File: src/logic/housekeeping_cfg.svh
// constants for the reset, timer and clock housekeeping block
`ifndef HOUSEKEEPING_CFG_SVH
`define HOUSEKEEPING_CFG_SVH

`define CLK_HZ            50000000.0
`define T_RESET_MS        0.65
`define T_RESET_MIN_MS    0.24
`define T_RESET_MAX_MS    1.0

`define OFF_CMD           8'h00
`define OFF_WAKEUP        8'h04
`define OFF_POWER_SETUP   8'h08
`define OFF_CLK_CFG       8'h0C
`define OFF_IRQ_STATUS    8'h10
`define OFF_IRQ_CLEAR     8'h14
`define OFF_IRQ_ENABLE    8'h18
`define OFF_STATUS        8'h1C
`define OFF_GEN_TIMER     8'h20

`define CMD_PREFIX        8'h80
`define CMD_SOFT_RESET    8'h70
`define CMD_WAKEUP_RELOAD 8'h68

`define POS_RATIO         0
`define POS_RM_SEL        15
`define POS_TUNE          16
`define POS_LOOP_BW       17
`define POS_DIV2_EN       0
`define POS_REF_HALVE     1
`define POS_LB_EN         2
`define POS_BO_EN         3

`define IRQ_WAKEUP        0
`define IRQ_GEN_TIMER     1
`define IRQ_LOW_BATT      2
`define IRQ_BROWNOUT      3

`define RST_WAKEUP_PRE    8'h01
`define RST_WAKEUP_CNT    8'h01
`define RST_RATIO         15'h0000
`define RST_DIV2_EN       1'b1

`endif

File: src/logic/housekeeping_pkg.sv
// types shared by the housekeeping block and its timer
package housekeeping_pkg;

   typedef enum logic [0:0] {RST_HOLD, RST_RUN} rst_state_t;

   typedef struct packed {
      logic [8:0] pre;
      logic [8:0] cnt;
      logic       expired;
   } timer_state_t;

   // field order follows the bus image so a packed cast lines up with the byte lanes
   typedef struct packed {
      logic [7:0] count;
      logic [7:0] prescale;
   } timer_cfg_t;

   typedef struct packed {
      logic        loop_bw;
      logic        tune;
      logic        rm_sel;
      logic [14:0] ratio;
   } power_cfg_t;

   typedef struct packed {
      logic        ack;
      logic [31:0] rdata;
      rst_state_t  rst_st;
      logic [15:0] rst_cnt;
      logic        supply_q;
      logic        sdn_q;
      timer_cfg_t  wake;
      timer_cfg_t  gen;
      power_cfg_t  pwr;
      logic        div2_en;
      logic        ref_halve;
      logic        lb_en;
      logic        bo_en;
      logic [3:0]  irq_status;
      logic [3:0]  irq_en;
      logic        lb_q;
      logic        bo_q;
      logic [14:0] acc;
      logic [1:0]  div4;
      logic        reg_clk;
      logic        ref_ph;
      logic        ref_out;
   } hk_state_t;

endpackage : housekeeping_pkg

File: src/logic/prog_timer.sv
// prescaler and counter timer with optional plus-one counting
`timescale 1ns/10ps
module prog_timer
   import housekeeping_pkg::*;
#(
   parameter int  VAL_W    = 8,
   parameter bit  PLUS_ONE = 1'b0
) (
   input  wire logic             clk_i,
   input  wire logic             rst_n_i,
   input  wire logic             tick_i,
   input  wire logic             reload_i,
   input  wire logic [VAL_W-1:0] prescale_i,
   input  wire logic [VAL_W-1:0] count_i,
   output logic                  expired_o
);
   if (VAL_W != 8) begin : g_chk
      $error("prog_timer serves 8-bit prescale and count only");
   end

   timer_state_t q;
   timer_state_t next_q;
   logic [8:0]   pre_lim;
   logic [8:0]   cnt_lim;
   logic         never;

   always_comb begin
      pre_lim = {1'b0, prescale_i} + (PLUS_ONE ? 9'h001 : 9'h000);
      cnt_lim = {1'b0, count_i} + (PLUS_ONE ? 9'h001 : 9'h000);
      // plus-one counting can never reach zero limits; without plus-one a zero byte stops the timer counting
      never = !PLUS_ONE && (prescale_i == 8'h00 || count_i == 8'h00);
      next_q = q;
      next_q.expired = 1'b0;
      if (reload_i) begin
         next_q.pre = 9'h000;
         next_q.cnt = 9'h000;
      end else if (tick_i && !never) begin
         if (q.pre + 9'h001 >= pre_lim) begin
            next_q.pre = 9'h000;
            if (q.cnt + 9'h001 >= cnt_lim) begin
               next_q.cnt     = 9'h000;
               next_q.expired = 1'b1;
            end else begin
               next_q.cnt = q.cnt + 9'h001;
            end
         end else begin
            next_q.pre = q.pre + 9'h001;
         end
      end
   end

   always_ff @(posedge clk_i or negedge rst_n_i) begin
      if (!rst_n_i) begin
         q <= '0;
      end else begin
         q <= next_q;
      end
   end

   assign expired_o = q.expired;

   property p_never_expires;
      @(posedge clk_i) disable iff (!rst_n_i)
      (!PLUS_ONE && ($past(prescale_i) == 8'h00 || $past(count_i) == 8'h00)) |-> !expired_o;
   endproperty
   a_never_expires: assert property (p_never_expires) else $error("timer expired with a zero byte");

endmodule : prog_timer

File: src/logic/housekeeping.sv
// reset generator, timers, regulator clock, dividers and battery warnings behind wishbone
`timescale 1ns/10ps
`include "housekeeping_cfg.svh"
module housekeeping
   import housekeeping_pkg::*;
#(
   parameter int unsigned RESET_CYCLES = int'(`T_RESET_MS * `CLK_HZ / 1000.0)
) (
   input  wire logic        clk_i,
   input  wire logic        rst_n_i,
   input  wire logic        wb_cyc_i,
   input  wire logic        wb_stb_i,
   input  wire logic        wb_we_i,
   input  wire logic [7:0]  wb_adr_i,
   input  wire logic [3:0]  wb_sel_i,
   input  wire logic [31:0] wb_dat_i,
   output logic [31:0]      wb_dat_o,
   output logic             wb_ack_o,
   input  wire logic        supply_ok_i,
   input  wire logic        shutdown_pin_i,
   input  wire logic        rc_osc_tick_i,
   input  wire logic        ref_tick_i,
   input  wire logic        low_batt_i,
   input  wire logic        brownout_i,
   output logic             internal_reset_n_o,
   output logic             regulator_clk_o,
   output logic             regulator_tune_sel_o,
   output logic             regulator_loop_bw_sel_o,
   output logic             dig_div2_en_o,
   output logic             ref_clk_o,
   output logic             wakeup_o,
   output logic             low_batt_warn_o,
   output logic             irq_o
);
   localparam int unsigned RESET_MIN = int'(`T_RESET_MIN_MS * `CLK_HZ / 1000.0 + 0.999);
   localparam int unsigned RESET_MAX = int'(`T_RESET_MAX_MS * `CLK_HZ / 1000.0 - 0.5);
   localparam logic [15:0] RESET_LAST = 16'(RESET_CYCLES - 1);

   if (RESET_CYCLES < 2 || RESET_CYCLES > 65536) begin : g_chk
      $error("RESET_CYCLES must lie between 2 and 65536");
   end

   hk_state_t q;
   hk_state_t next_q;
   logic      acc_wr;
   logic      wr_cmd;
   logic      soft_reset_cmd;
   logic      wake_reload_cmd;
   logic      rst_start;
   logic      in_reset;
   logic      wake_expired;
   logic      gen_expired;
   logic [15:0] acc_sum;
   logic [3:0]  irq_set;
   logic [3:0]  irq_clr;
   logic [31:0] rd;

   function automatic logic [31:0] merge_bytes(input logic [31:0] old_v,
                                               input logic [31:0] new_v,
                                               input logic [3:0]  sel);
      logic [31:0] r;
      r = old_v;
      for (int b = 0; b < 4; b++) begin
         if (sel[b]) begin
            r[b*8 +: 8] = new_v[b*8 +: 8];
         end
      end
      return r;
   endfunction : merge_bytes

   function automatic logic is_cmd(input logic [31:0] d, input logic [3:0] sel, input logic [7:0] code);
      return (sel[1:0] == 2'b11) && (d[15:8] == `CMD_PREFIX) && (d[7:0] == code);
   endfunction : is_cmd

   // one access per strobe; ack drops the cycle after it rises
   assign acc_wr = wb_cyc_i && wb_stb_i && !q.ack && wb_we_i;
   assign wr_cmd = acc_wr && (wb_adr_i == `OFF_CMD);
   assign soft_reset_cmd  = wr_cmd && is_cmd(wb_dat_i, wb_sel_i, `CMD_SOFT_RESET);
   assign wake_reload_cmd = wr_cmd && is_cmd(wb_dat_i, wb_sel_i, `CMD_WAKEUP_RELOAD);
   assign in_reset = (q.rst_st == RST_HOLD);

   // rc ticks are the wake-up source; about 29 us each
   prog_timer #(
      .VAL_W    (8),
      .PLUS_ONE (1'b1)
   ) u_wakeup (
      .clk_i      (clk_i),
      .rst_n_i    (rst_n_i),
      .tick_i     (rc_osc_tick_i),
      .reload_i   (in_reset || wake_reload_cmd),
      .prescale_i (q.wake.prescale),
      .count_i    (q.wake.count),
      .expired_o  (wake_expired)
   );

   prog_timer #(
      .VAL_W    (8),
      .PLUS_ONE (1'b0)
   ) u_gen (
      .clk_i      (clk_i),
      .rst_n_i    (rst_n_i),
      .tick_i     (1'b1),
      .reload_i   (in_reset),
      .prescale_i (q.gen.prescale),
      .count_i    (q.gen.count),
      .expired_o  (gen_expired)
   );

   always_comb begin
      rst_start = (supply_ok_i && !q.supply_q && !shutdown_pin_i)
               || (!shutdown_pin_i && q.sdn_q && supply_ok_i)
               || soft_reset_cmd;
      acc_sum = {1'b0, q.acc} + {1'b0, q.pwr.ratio};
      irq_set = '0;
      irq_set[`IRQ_WAKEUP]    = wake_expired;
      irq_set[`IRQ_GEN_TIMER] = gen_expired;
      irq_set[`IRQ_LOW_BATT]  = q.lb_en && low_batt_i && !q.lb_q;
      irq_set[`IRQ_BROWNOUT]  = q.bo_en && brownout_i && !q.bo_q;
      irq_clr = '0;
      if (acc_wr && wb_adr_i == `OFF_IRQ_CLEAR) begin
         irq_clr = wb_dat_i[3:0] & {4{wb_sel_i[0]}};
      end

      rd = 32'h0000_0000;
      if (wb_adr_i == `OFF_WAKEUP) begin
         rd[15:0] = {q.wake.count, q.wake.prescale};
      end else if (wb_adr_i == `OFF_POWER_SETUP) begin
         rd[`POS_LOOP_BW:0] = {q.pwr.loop_bw, q.pwr.tune, q.pwr.rm_sel, q.pwr.ratio};
      end else if (wb_adr_i == `OFF_CLK_CFG) begin
         rd[3:0] = {q.bo_en, q.lb_en, q.ref_halve, q.div2_en};
      end else if (wb_adr_i == `OFF_IRQ_STATUS) begin
         rd[3:0] = q.irq_status;
      end else if (wb_adr_i == `OFF_IRQ_ENABLE) begin
         rd[3:0] = q.irq_en;
      end else if (wb_adr_i == `OFF_STATUS) begin
         rd[3:0] = {brownout_i, low_batt_i, shutdown_pin_i, supply_ok_i};
      end else if (wb_adr_i == `OFF_GEN_TIMER) begin
         rd[15:0] = {q.gen.count, q.gen.prescale};
      end

      next_q = q;
      next_q.ack      = wb_cyc_i && wb_stb_i && !q.ack;
      next_q.rdata    = (wb_cyc_i && wb_stb_i && !q.ack && !wb_we_i) ? rd : q.rdata;
      next_q.supply_q = supply_ok_i;
      next_q.sdn_q    = shutdown_pin_i;
      next_q.lb_q     = low_batt_i;
      next_q.bo_q     = brownout_i;

      // the reset generator itself is never cleared by the reset it makes
      if (!supply_ok_i || shutdown_pin_i || rst_start) begin
         next_q.rst_st  = RST_HOLD;
         next_q.rst_cnt = 16'h0000;
      end else if (q.rst_st == RST_HOLD) begin
         if (q.rst_cnt == RESET_LAST) begin
            next_q.rst_st = RST_RUN;
         end else begin
            next_q.rst_cnt = q.rst_cnt + 16'h0001;
         end
      end

      if (acc_wr && !in_reset) begin
         if (wb_adr_i == `OFF_WAKEUP) begin
            next_q.wake = timer_cfg_t'(16'(merge_bytes({16'h0000, q.wake}, wb_dat_i, wb_sel_i)));
         end else if (wb_adr_i == `OFF_GEN_TIMER) begin
            next_q.gen = timer_cfg_t'(16'(merge_bytes({16'h0000, q.gen}, wb_dat_i, wb_sel_i)));
         end else if (wb_adr_i == `OFF_POWER_SETUP) begin
            next_q.pwr = power_cfg_t'(18'(merge_bytes({14'h0000, q.pwr}, wb_dat_i, wb_sel_i)));
         end else if (wb_adr_i == `OFF_CLK_CFG && wb_sel_i[0]) begin
            next_q.div2_en   = wb_dat_i[`POS_DIV2_EN];
            next_q.ref_halve = wb_dat_i[`POS_REF_HALVE];
            next_q.lb_en     = wb_dat_i[`POS_LB_EN];
            next_q.bo_en     = wb_dat_i[`POS_BO_EN];
         end else if (wb_adr_i == `OFF_IRQ_ENABLE && wb_sel_i[0]) begin
            next_q.irq_en = wb_dat_i[3:0];
         end
      end

      // a new event beats a clear landing in the same cycle
      next_q.irq_status = (q.irq_status & ~irq_clr) | irq_set;

      // rate multiplier overflows at ratio/2^15 of the clock; divide-by-four is a square wave
      next_q.div4 = q.div4 + 2'b01;
      next_q.acc  = acc_sum[14:0];
      next_q.reg_clk = q.pwr.rm_sel ? acc_sum[15] : q.div4[1];

      if (ref_tick_i) begin
         next_q.ref_ph = !q.ref_ph;
      end
      next_q.ref_out = ref_tick_i && (!q.ref_halve || q.ref_ph);

      if (in_reset) begin
         next_q.wake.prescale = `RST_WAKEUP_PRE;
         next_q.wake.count    = `RST_WAKEUP_CNT;
         next_q.gen           = '0;
         next_q.pwr           = '{ratio: `RST_RATIO, rm_sel: 1'b0, tune: 1'b0, loop_bw: 1'b0};
         next_q.div2_en       = `RST_DIV2_EN;
         next_q.ref_halve     = 1'b0;
         next_q.lb_en         = 1'b0;
         next_q.bo_en         = 1'b0;
         next_q.irq_status    = '0;
         next_q.irq_en        = '0;
         next_q.acc           = '0;
      end
   end

   always_ff @(posedge clk_i or negedge rst_n_i) begin
      if (!rst_n_i) begin
         q            <= '0;
         q.rst_st     <= RST_HOLD;
         q.wake       <= '{prescale: `RST_WAKEUP_PRE, count: `RST_WAKEUP_CNT};
         q.div2_en    <= `RST_DIV2_EN;
      end else begin
         q <= next_q;
      end
   end

   assign wb_ack_o                = q.ack;
   assign wb_dat_o                = q.rdata;
   assign internal_reset_n_o      = (q.rst_st == RST_RUN);
   assign regulator_clk_o         = q.reg_clk;
   assign regulator_tune_sel_o    = q.pwr.tune;
   assign regulator_loop_bw_sel_o = q.pwr.loop_bw;
   assign dig_div2_en_o           = q.div2_en;
   assign ref_clk_o               = q.ref_out;
   assign wakeup_o                = q.irq_status[`IRQ_WAKEUP] && !in_reset;
   assign low_batt_warn_o         = (q.lb_en && low_batt_i) || (q.bo_en && brownout_i);
   assign irq_o                   = |(q.irq_status & q.irq_en);

   property p_reset_width;
      @(posedge clk_i) disable iff (!rst_n_i)
      $rose(internal_reset_n_o) |-> $past(q.rst_cnt) == RESET_LAST;
   endproperty
   a_reset_width: assert property (p_reset_width) else $error("reset released early or late");

   property p_sdn_step;
      @(posedge clk_i) disable iff (!rst_n_i)
      (!shutdown_pin_i && q.sdn_q && supply_ok_i) |=> !internal_reset_n_o ##1 !internal_reset_n_o;
   endproperty
   a_sdn_step: assert property (p_sdn_step) else $error("shutdown step gave no reset");

   property p_defaults;
      @(posedge clk_i) disable iff (!rst_n_i)
      (!internal_reset_n_o && !$past(internal_reset_n_o)) |-> (q.irq_en == 4'h0 && !q.pwr.rm_sel
         && q.div2_en && q.wake.prescale == `RST_WAKEUP_PRE && q.irq_status == 4'h0);
   endproperty
   a_defaults: assert property (p_defaults) else $error("register not at default during reset");

   property p_soft_reset;
      @(posedge clk_i) disable iff (!rst_n_i)
      soft_reset_cmd |=> !internal_reset_n_o[*2];
   endproperty
   a_soft_reset: assert property (p_soft_reset) else $error("soft reset command ignored");

   property p_div4;
      @(posedge clk_i) disable iff (!rst_n_i)
      // the two samples before the edge must also come from the divider, not a last carry pulse
      ($rose(regulator_clk_o) && !q.pwr.rm_sel && !$past(q.pwr.rm_sel) && !$past(q.pwr.rm_sel, 2)
         ##1 !q.pwr.rm_sel) |-> regulator_clk_o ##1 !regulator_clk_o;
   endproperty
   a_div4: assert property (p_div4) else $error("divide-by-four output wrong");

   property p_ratio_zero;
      @(posedge clk_i) disable iff (!rst_n_i)
      (q.pwr.rm_sel && q.pwr.ratio == 15'h0000) |=> !regulator_clk_o;
   endproperty
   a_ratio_zero: assert property (p_ratio_zero) else $error("rate multiplier pulsed at zero ratio");

   property p_no_warn_reset;
      @(posedge clk_i) disable iff (!rst_n_i)
      (internal_reset_n_o && supply_ok_i && !shutdown_pin_i && !soft_reset_cmd) |=> internal_reset_n_o;
   endproperty
   a_no_warn_reset: assert property (p_no_warn_reset) else $error("warning path reset the device");

   property p_wake_event;
      @(posedge clk_i) disable iff (!rst_n_i)
      (wake_expired && internal_reset_n_o) |=> q.irq_status[`IRQ_WAKEUP];
   endproperty
   a_wake_event: assert property (p_wake_event) else $error("wake-up expiry lost");

   property p_ref_halve;
      @(posedge clk_i) disable iff (!rst_n_i)
      (q.ref_halve && ref_tick_i && !q.ref_ph) |=> !ref_clk_o;
   endproperty
   a_ref_halve: assert property (p_ref_halve) else $error("reference not halved");

endmodule : housekeeping

File: config.mk
export PLATFORM = sky130hd
export DESIGN_NAME = housekeeping
export DESIGN_NICKNAME = d
export VERILOG_FILES = /design/src/logic/housekeeping_pkg.sv /design/src/logic/prog_timer.sv /design/src/logic/housekeeping.sv
export VERILOG_INCLUDE_DIRS = /design/src /design/src/logic
export SDC_FILE = /design/constraint.sdc
export NUM_CORES = 1
export LEC_CHECK = 0
export BUFFER_PORTS_ARGS = -buffer_cell sky130_fd_sc_hd__buf_2
export CORE_MARGIN = 1.5
export CORE_UTILIZATION = 60
export CTS_CLUSTER_SIZE = 40
export DETAILED_ROUTE_END_ITERATION = 8
export PLACE_DENSITY = 0.8
export SLEW_MARGIN = 15
export SYNTH_ARGS = -nofsm -noshare
export SYNTH_HDL_FRONTEND = slang
export SYNTH_HIERARCHICAL = 1
export SYNTH_SLANG_ARGS = --single-unit
File: constraint.sdc
create_clock -name clk_i -period 2.9 [get_ports clk_i]
set_input_delay 0.725 -clock clk_i [delete_from_list [all_inputs] [get_ports clk_i]]
set_output_delay 0.725 -clock clk_i [all_outputs]
set_load 0.1 [all_outputs]
# Yosys cells after proc, flatten, opt, wreduce, memory -nomap -nowiden
# Cells that the tools add are included.
[word_totals] elab_cells=194 ff_bits=160 input_bits=55 output_inout_bits=42
[classes] reduce_logical=59 n_bitwise=6 mux=52 order_cmp=4 n_eq_ne=30 add_sub_neg=9
[ops] cell="2-to-1 mux 16 bit" n=6
[ops] cell="2-to-1 mux 62 bit" n=1
[ops] cell="2-to-1 mux 18 bit" n=3
[ops] cell="2-to-1 mux 54 bit" n=1
[ops] cell="2-to-1 mux 4 bit" n=13
[ops] cell="2-to-1 mux 12 bit" n=4
[ops] cell="2-to-1 mux 19 bit" n=2
[ops] cell="2-to-1 mux 38 bit" n=1
[ops] cell="adder 9 x 1 -> 9 bit (second input constant)" n=4
[ops] cell="2-to-1 mux 9 bit" n=4
[ops] cell="2-to-1 mux 17 bit" n=2
[ops] cell="== test 8 x 5 -> 1 bit (second input constant)" n=4
[ops] cell="logical AND 1 bit" n=24
[ops] cell="zero test 8 bit" n=3
[ops] cell="2-to-1 mux 22 bit" n=1
[ops] cell="2-to-1 mux 10 bit" n=2
[ops] cell="AND reduction 5 bit" n=4
[ops] cell="adder 8 x 1 -> 9 bit (second input constant)" n=2
[ops] cell=">= comparator 9 x 8 -> 1 bit" n=2
[ops] cell=">= comparator 9 bit" n=2
[ops] cell="inequality test 2 bit (second input constant)" n=9
[ops] cell="adder 15 x 15 -> 16 bit" n=1
[ops] cell="adder 16 x 1 -> 16 bit (second input constant)" n=1
[ops] cell="== test 16 x 15 -> 1 bit (second input constant)" n=1
[ops] cell="24 further kinds" n=63

# Longest topological paths before layout
# Gate-level depths: netlist (run 1).
[depth] ltp_word=9 ltp_mapped=11 mapped_depth_nobuf=11

# Hierarchy
# Netlist (run 1), hierarchy kept.
[modules_own_cells] mod="housekeeping" area_each_um2=6377.4 seq_area_each_um2=3056.7 instances=1 cells_each=644
[modules_own_cells] mod="prog_timer (u_wakeup)" area_each_um2=1730.4 seq_area_each_um2=475.5 instances=1 cells_each=181
[modules_own_cells] mod="prog_timer (u_gen)" area_each_um2=1501.4 seq_area_each_um2=475.5 instances=1 cells_each=166

# Worst setup path after synthesis (run 1)
# Ideal clock, no wire load.
[synth_timing] kind="flip-flop to output port" start="register q, in the netlist internal_reset_n_o" end="output wakeup_o" slack_ns=-0.394 path_buffers=3 t_required_ns=2.175 t_arrival_ns=2.569 stages_incl_launch_ff=5 cell_sequence="dfrtp_1 > clkbuf_1 > clkbuf_1 > clkbuf_1 > and2_1"
[synth_via] elab_chain_cells=1
[synth_lines] element="start, declared" line="housekeeping.sv:43" rtl="hk_state_t q;"
[synth_lines] element="start signal, assigned" line="housekeeping.sv:213" rtl="q <= next_q;"
[synth_lines] element="logical AND 1 bit" line="housekeeping.sv:225" rtl="assign wakeup_o = q.irq_status[`IRQ_WAKEUP] && !in_reset;"
[synth_lines] element="end, declared" line="housekeeping.sv:31" rtl="output logic wakeup_o,"
# Every way passes these cells.

# Worst setup path after layout (run 1)
[layout_timing] start="register u_gen/q[1] in the netlist's numbering" end="register u_gen/q[7] in the netlist's numbering"
[layout_via] elab_chain_cells=6
[layout_lines] element="start, declared" line="prog_timer.sv:21" rtl="timer_state_t q;"
[layout_lines] element="start signal, assigned" line="prog_timer.sv:56" rtl="q <= next_q;"
[layout_lines] element="adder 9 x 1 -> 9 bit (*)" line="prog_timer.sv:40, prog_timer.sv:44"
[layout_lines] element=">= comparator 9 x 8 -> 1 bit" line="prog_timer.sv:40" rtl="if (q.cnt + 9'h001 >= cnt_lim) begin"
[layout_lines] element="2-to-1 mux 9 bit (*)" line="prog_timer.sv:40"
[layout_lines] element="2-to-1 mux 10 bit (*)" line="prog_timer.sv:38" rtl="if (q.pre + 9'h001 >= pre_lim) begin"
[layout_lines] element="2-to-1 mux 19 bit (*)" line="prog_timer.sv:37" rtl="end else if (tick_i && !never) begin"
[layout_lines] element="2-to-1 mux 18 bit (*)" line="prog_timer.sv:34" rtl="if (reload_i) begin"
# Every way passes the cells marked *; elsewhere a longest branch is shown, timed or not. The select of a mux whose other input is x is not followed.
# A chain may end at the register's enable or synchronous reset.

==> flow_summary.yaml, run 1 <==
grt:
  overflow: 0
  grt_pass1_wl_um: 38240
  grt_max_degree: 55
  antenna_found_initial: 1
  grt_pass1_vias: 7610
  grtUsageTotal_pct: 29.59
floorplan:
  rows: 46
  die_y_um: 129.6
  die_x_um: 129.6
  boundaryPins: 97
  die_area_mm2: 0.01678
  coreArea_mm2: 0.01577
  start_util_pct: 60.93
min_path:
  hold_class: "primary input to asynchronous set/reset pin"
cts:
  cts-htree-levels: 4
  hold_buffers: 0
  cts_sinks: 160
  clock_latency_ps: 430
  cts_tree: "built"
  clk_path_buf_depth: 2
  cts-buffers-inserted: 17
  cts_root_buf: "clkbuf_16"
  clk_pin_slew_worst_paths_ps: 60
timing:
  fin_crit_sh_pct: 97.53
  rsz0062_at_grt: "true"
  worst_slew_pin_slew_ps: 1002
  fmax_mhz: 353.6
  hold_violations: 0
  finalClockSkew_ps: 10.30
  final-setup-viol-count: 0
  slew-limit-headroom_pct: 32.91
  period_needed_ps: 2828
  worst_hold_slack_ps: 257.1
  slew_violations: 0
critical_path:
  critPathMaxFanout: 6
  crit_end: "u_gen/q[7]"
  critPathLaunch: "u_gen/q[1]"
  required_ps: 3220
  start_kind: "flop"
  r2r-start: "u_gen/q[1]"
  ff2ff_setup_slack_ps: 70
  path_class: "flop to flop"
  rr_endpoint: "u_gen/q[7]"
  cp.arrival_ps: 3150
  rr_worst_depth: 9
  crit_path_end_kind: "flop"
placed_design:
  place.port_buffers: 67
  hpwlAfterDp_um: 17130
  gp_congestion: 0.9084
  place_area_mm2: 0.01027
routing:
  firstDrtPassIters: 9
  wl_per_cell_um: 18.20
  first_iter_violations: 911
  route.detailed.drc: 4
  routed_wl_um: 23810
  ant_nets: 0
  vias: 7970
  via_per_inst: 6.093
final_layout:
  fillCellCount: 1219
  final_core_util_pct: 69.72
  most-common-layout-cells: "dfrtp_1, nand2_1, nor2_1"
  layout_commonest_cell: "dfrtp_1"
  layout.nets: 1190
  synthToLayoutAreaGrowth_pct: 14.43
  final_cell_area_mm2: 0.01100
  final_layout_size_suffix_gt1_share_pct: 19.62
job:
  maxCapViolations: 0
power:
  seq_power_share_pct: 43.5
  power.switching_uw: 1511
  p_clk_share_pct: 43.9
  p_int_uw: 3822
  combPwrFrac_pct: 12.6
  power_switching_share_pct: 28.33
  ir_drop_mv: 0.3893
  power_density_mw_per_mm2: 485.0
  leakage_uw: 0.005078
outcome:
  outcome: "finished, violations left"
  violations: "DRC"
synthesis:
  syn_avg_cell_area_um2: 9.696
  synth_edf_count: 0
  syn-cell-area_mm2: 0.009609
  yosysSeqAreaShare_pct: 41.71
  yosysUniqueCellTypes: 90
  async_flop_share_pct: 100.0
  synth-warning-count: 6
  ys.flop_type: "dfrtp_1"
  ys_seq_elements: 160
  syn_inst: 991
-- flip-flops by register name, indices dropped and copies added, names as in the netlist --
| name | cells |
|---|---|
| u_gen/q | 18 |
| wb_dat_o | 18 |
| internal_reset_n_o | 1 |
| regulator_clk_o | 1 |
| regulator_tune_sel_o | 1 |
| ref_clk_o | 1 |
| regulator_loop_bw_sel_o | 1 |
| u_wakeup/q | 18 |
| q | 97 |
| wb_ack_o | 1 |
| dig_div2_en_o | 1 |
| u_gen/expired_o | 1 |
| u_wakeup/expired_o | 1 |
-- cells by family (layout without fill, tap and decap cells) --
kind of cell             count (synthesis)  count (layout)  synth area share, %
adder cells (fa/ha/maj)                 57              57                7.500
AND/OR/NAND/NOR                        344             344                19.08
buffers and inverters                  116             201                6.029
flip-flops                             160             160                41.71
XOR/XNOR                                58              58                5.286
multiplexers                            31              31                3.359
AO/OA/AOI/OAI                          223             223                16.97
other                                    2              18              0.07815
-- metrics by stage --
step | setup WS, ps | std cells | total power (uW) | setup TNS, ps
finish | 71.55 | 1308 | 5332 | 0
global route | -76.26 | 1307 | 5491 | -510.6
CTS | 28.59 | 1302 | 5353 | 0
global placement | 39.07 | 1270 | 3021 | 0
detailed placement | -11.47 | 1270 | 3029 | -43.14
floorplan | 23.99 | 1006 | 2922 | 0
-- worst max-delay path, stage by stage (launching register included) --
cell	delay (ps)
dfrtp_2	420
ha_2	260
nand3_1	220
xnor2_2	210
ha_1	330
a21oi_1	190
a21boi_0	180
a2111oi_4	490
nand2b_2	170
o41ai_2	250
-- Yosys cell counts, types with 8 or more instances --
library cell	n	area share (%)
nor2_1	83	3.2
a21o_1	16	1.3
dfrtp_1	157	41
inv_1	54	2.1
a211oi_1	11	0.86
xor2_1	26	2.4
a32oi_1	11	1.0
clkbuf_1	21	0.82
nor3_1	9	0.47
a21oi_1	38	2.0
nand4_1	12	0.78
and3_1	13	0.85
nand3_1	36	1.9
o21ai_0	54	2.8
a222oi_1	12	1.3
nor4_1	9	0.59
and4_1	8	0.73
nand2b_1	14	0.91
a31oi_1	13	0.85
mux2i_1	27	2.8
and2_1	11	0.72
nand2_1	95	3.7
ha_1	56	7.3
xnor2_1	32	2.9
buf_4	35	2.7
-- routing by layer --
layer | GRT usage (%) | vias up | wire length, um
li1 | - | 3739 | -
met1 | 39.62 | 3825 | 10300
met2 | 47.62 | 350 | 11330
met3 | 6.358 | 56 | 1565
met4 | 10.98 | 0 | 617
met5 | 0 | - | 0
-- power by group through the flow --
stage          combinational (uW)  clock [uW]  sequential [uW]
6_report                      670        2340             2320
5_1_grt                       706        2460             2320
4_1_cts                       670        2360             2320
3_5_place_dp                  670           0             2360
3_3_place_gp                  663           0             2360
2_1_floorplan                 562           0             2360
-- worst min-delay path by stage --
| stage | from | end | slack [ps] | cells after the start |
|---|---|---|---|---|
| global route | rst_n_i | u_wakeup/q[7] | 290 | 1 |
| detailed placement | q[3] | q[3] | 430 | 1 |
| floorplan | q[3] | q[3] | 410 | 1 |
| CTS | rst_n_i | u_wakeup/q[10] | 270 | 1 |
| finish | rst_n_i | u_wakeup/q[9] | 260 | 1 |
| global placement | q[3] | q[3] | 430 | 1 |
-- cell type report --
| type | instances | area (um^2) | share of cell area, % |
|---|---|---|---|
| Timing Repair Buffer | 114 | 732.0 | 6.657 |
| Clock inverter | 8 | 130.1 | 1.183 |
| Sequential cell | 160 | 4015 | 36.52 |
| Inverter | 55 | 206.4 | 1.878 |
| Multi-Input combinational cell | 730 | 5157 | 46.91 |
| Tap cell | 216 | 270.3 | 2.458 |
| Clock buffer | 24 | 481.7 | 4.381 |
| Antenna cell | 1 | 2.502 | 0.02276 |
-- timing repair --
item	in CTS	in global routing
setup buffers	0	5
endpoints found under the setup margin	0	18
gates resized for setup	0	24
(Power assumes the default switching activity.)
==> inputs of run 2 (changes only) <==
CTS_CLUSTER_SIZE = 25   (was 40)
MAX_ROUTING_LAYER = met4   (was not set)
==> run 2 against run 1 <==
Effect of this change:
- the run now ends clean
- sequential power hardly changed
- worst hold slack better by 1.9 ps
- clock-buffer cell count stayed put
- combinational power hardly changed
- non-clock buffer count stayed put
- cell count hardly changed
- highest routed layer unchanged
- routed wire length hardly changed
- core utilization hardly changed
- critical endpoint unchanged
- final area hardly changed
- clock skew is 1.3 ps higher
==> flow_summary.yaml, run 2 (synthesis gave the netlist of run 1 again) <==
timing:
  period_needed_ps: 2813
  worst_slew_pin_slew_ps: 1009
  finalClockSkew_ps: 11.57
  fin_crit_sh_pct: 97.00
  rsz0062_at_grt: "true"
  fmax_mhz: 355.5
  slew_violations: 0
  final-setup-viol-count: 0
  slew-limit-headroom_pct: 32.44
  hold_violations: 0
final_layout:
  final_core_util_pct: 69.74
  regMostFlops: "q"
  final_cell_area_mm2: 0.01100
  largest_register_ffs: 97
  most-common-layout-cells: "dfrtp_1, nand2_1, nor2_1"
  final_layout_size_suffix_gt1_share_pct: 19.62
  synthToLayoutAreaGrowth_pct: 14.45
  layout.nets: 1190
  layout_commonest_cell: "dfrtp_1"
critical_path:
  ff2ff_setup_slack_ps: 90
  crit_path_end_kind: "flop"
  required_ps: 3220
  path_class: "flop to flop"
  start_kind: "flop"
  cp.arrival_ps: 3130
  critPathMaxFanout: 6
routing:
  route.detailed.drc: 0
  wl_per_cell_um: 18.19
  via_per_inst: 6.086
  ant_nets: 0
  first_iter_violations: 741
  routed_wl_um: 23810
  vias: 7967
  firstDrtPassIters: 6
placed_design:
  place_area_mm2: 0.01027
  hpwlAfterDp_um: 17130
  gp_congestion: 0.9242
  place.port_buffers: 67
cts:
  cts_tree: "built"
  cts-buffers-inserted: 17
  clock_latency_ps: 430
  cts_root_buf: "clkbuf_16"
  hold_buffers: 0
  cts-htree-levels: 4
  cts_sinks: 160
  clk_path_buf_depth: 2
  clk_pin_slew_worst_paths_ps: 60
power:
  leakage_uw: 0.005079
  ir_drop_mv: 0.3877
  p_total_uw: 5333
  power_density_mw_per_mm2: 484.9
floorplan:
  die_y_um: 129.6
  die_x_um: 129.6
  boundaryPins: 97
  die_area_mm2: 0.01678
  rows: 46
  start_util_pct: 60.93
  coreArea_mm2: 0.01577
grt:
  antenna_found_initial: 1
  grt_pass1_vias: 7634
  grtUsageTotal_pct: 30.46
  grt_max_degree: 55
  grtUsageMet1_pct: 39.57
  grt_pass1_wl_um: 38250
  overflow: 0
  gr-usage-met3_pct: 6.276
  use_met2_pct: 47.65
  busiest_layer: "met2"
min_path:
  hold_class: "primary input to asynchronous set/reset pin"
job:
  maxCapViolations: 0
outcome:
  outcome: "completed"
[run 2: cell types whose count changed in the layout (fill, tap and decap cells not counted), sizes merged]
| cell | previous run | this run |
|---|---|---|
| diode | 1 | 2 |
[run 2: layout make-up]
| cell class | instances | area [um^2] |
|---|---|---|
| Antenna cell | 2 | 5.005 |
| Tap cell | 216 | 270.3 |
| Fill cell | 1218 | 4772 |
| Inverter | 55 | 206.4 |
| Timing Repair Buffer | 114 | 732.0 |
| Clock inverter | 8 | 130.1 |
| Multi-Input combinational cell | 730 | 5157 |
| Sequential cell | 160 | 4015 |
| Clock buffer | 24 | 481.7 |
[run 2: worst max-delay path, stage by stage, from the launching register on]
cell	delay, ps
dfrtp_2	420
ha_2	250
nand3_1	220
xnor2_2	210
ha_1	330
a21oi_1	190
a21boi_0	180
a2111oi_4	480
nand2b_2	170
o41ai_2	250
[run 2: path summary, 6_finish.rpt]
check	from	end	cells past startpoint
max	u_gen/q[1]	u_gen/q[7]	9
min in group clk_i	q[3]	q[3]	1
min	rst_n_i	q[3]	1
max reg2reg	u_gen/q[1]	u_gen/q[7]	9
max in group asynchronous	rst_n_i	q[91]	2
min reg2reg	q[3]	q[3]	1
[run 2: through the flow]
step	hold WS (ps)	std cells	setup TNS, ps	worst slack (ps)
final	259.0	1309	0	87.04
after global routing	295.0	1308	-582.6	-108.5
after CTS	270.7	1302	0	28.59
after detailed placement	428.5	1270	-43.14	-11.47
after global placement	426.5	1270	0	39.07
after floorplan	413.4	1006	0	23.99
[run 2: layer usage]
layer  up-vias  part of all wire, %
met4         0                  2.7
met1      3850                   43
met5         -                    0
met2       329                   48
li1       3727                    -
met3        61                  6.6
[run 2: power breakdown]
group,total (uW),internal (uW),switching [uW],leakage (uW)
Clock,2340,1430,918,0.000287
Combinational,669,109,560,0.00262
Sequential,2320,2290,33.2,0.00217
Total,5330,3820,1510,0.00508
[run 2: timing repair]
action / in CTS / in global routing
gates resized for setup: 0 / 24
buffers inserted: 0 / 5
endpoints found under the setup margin: 0 / 19
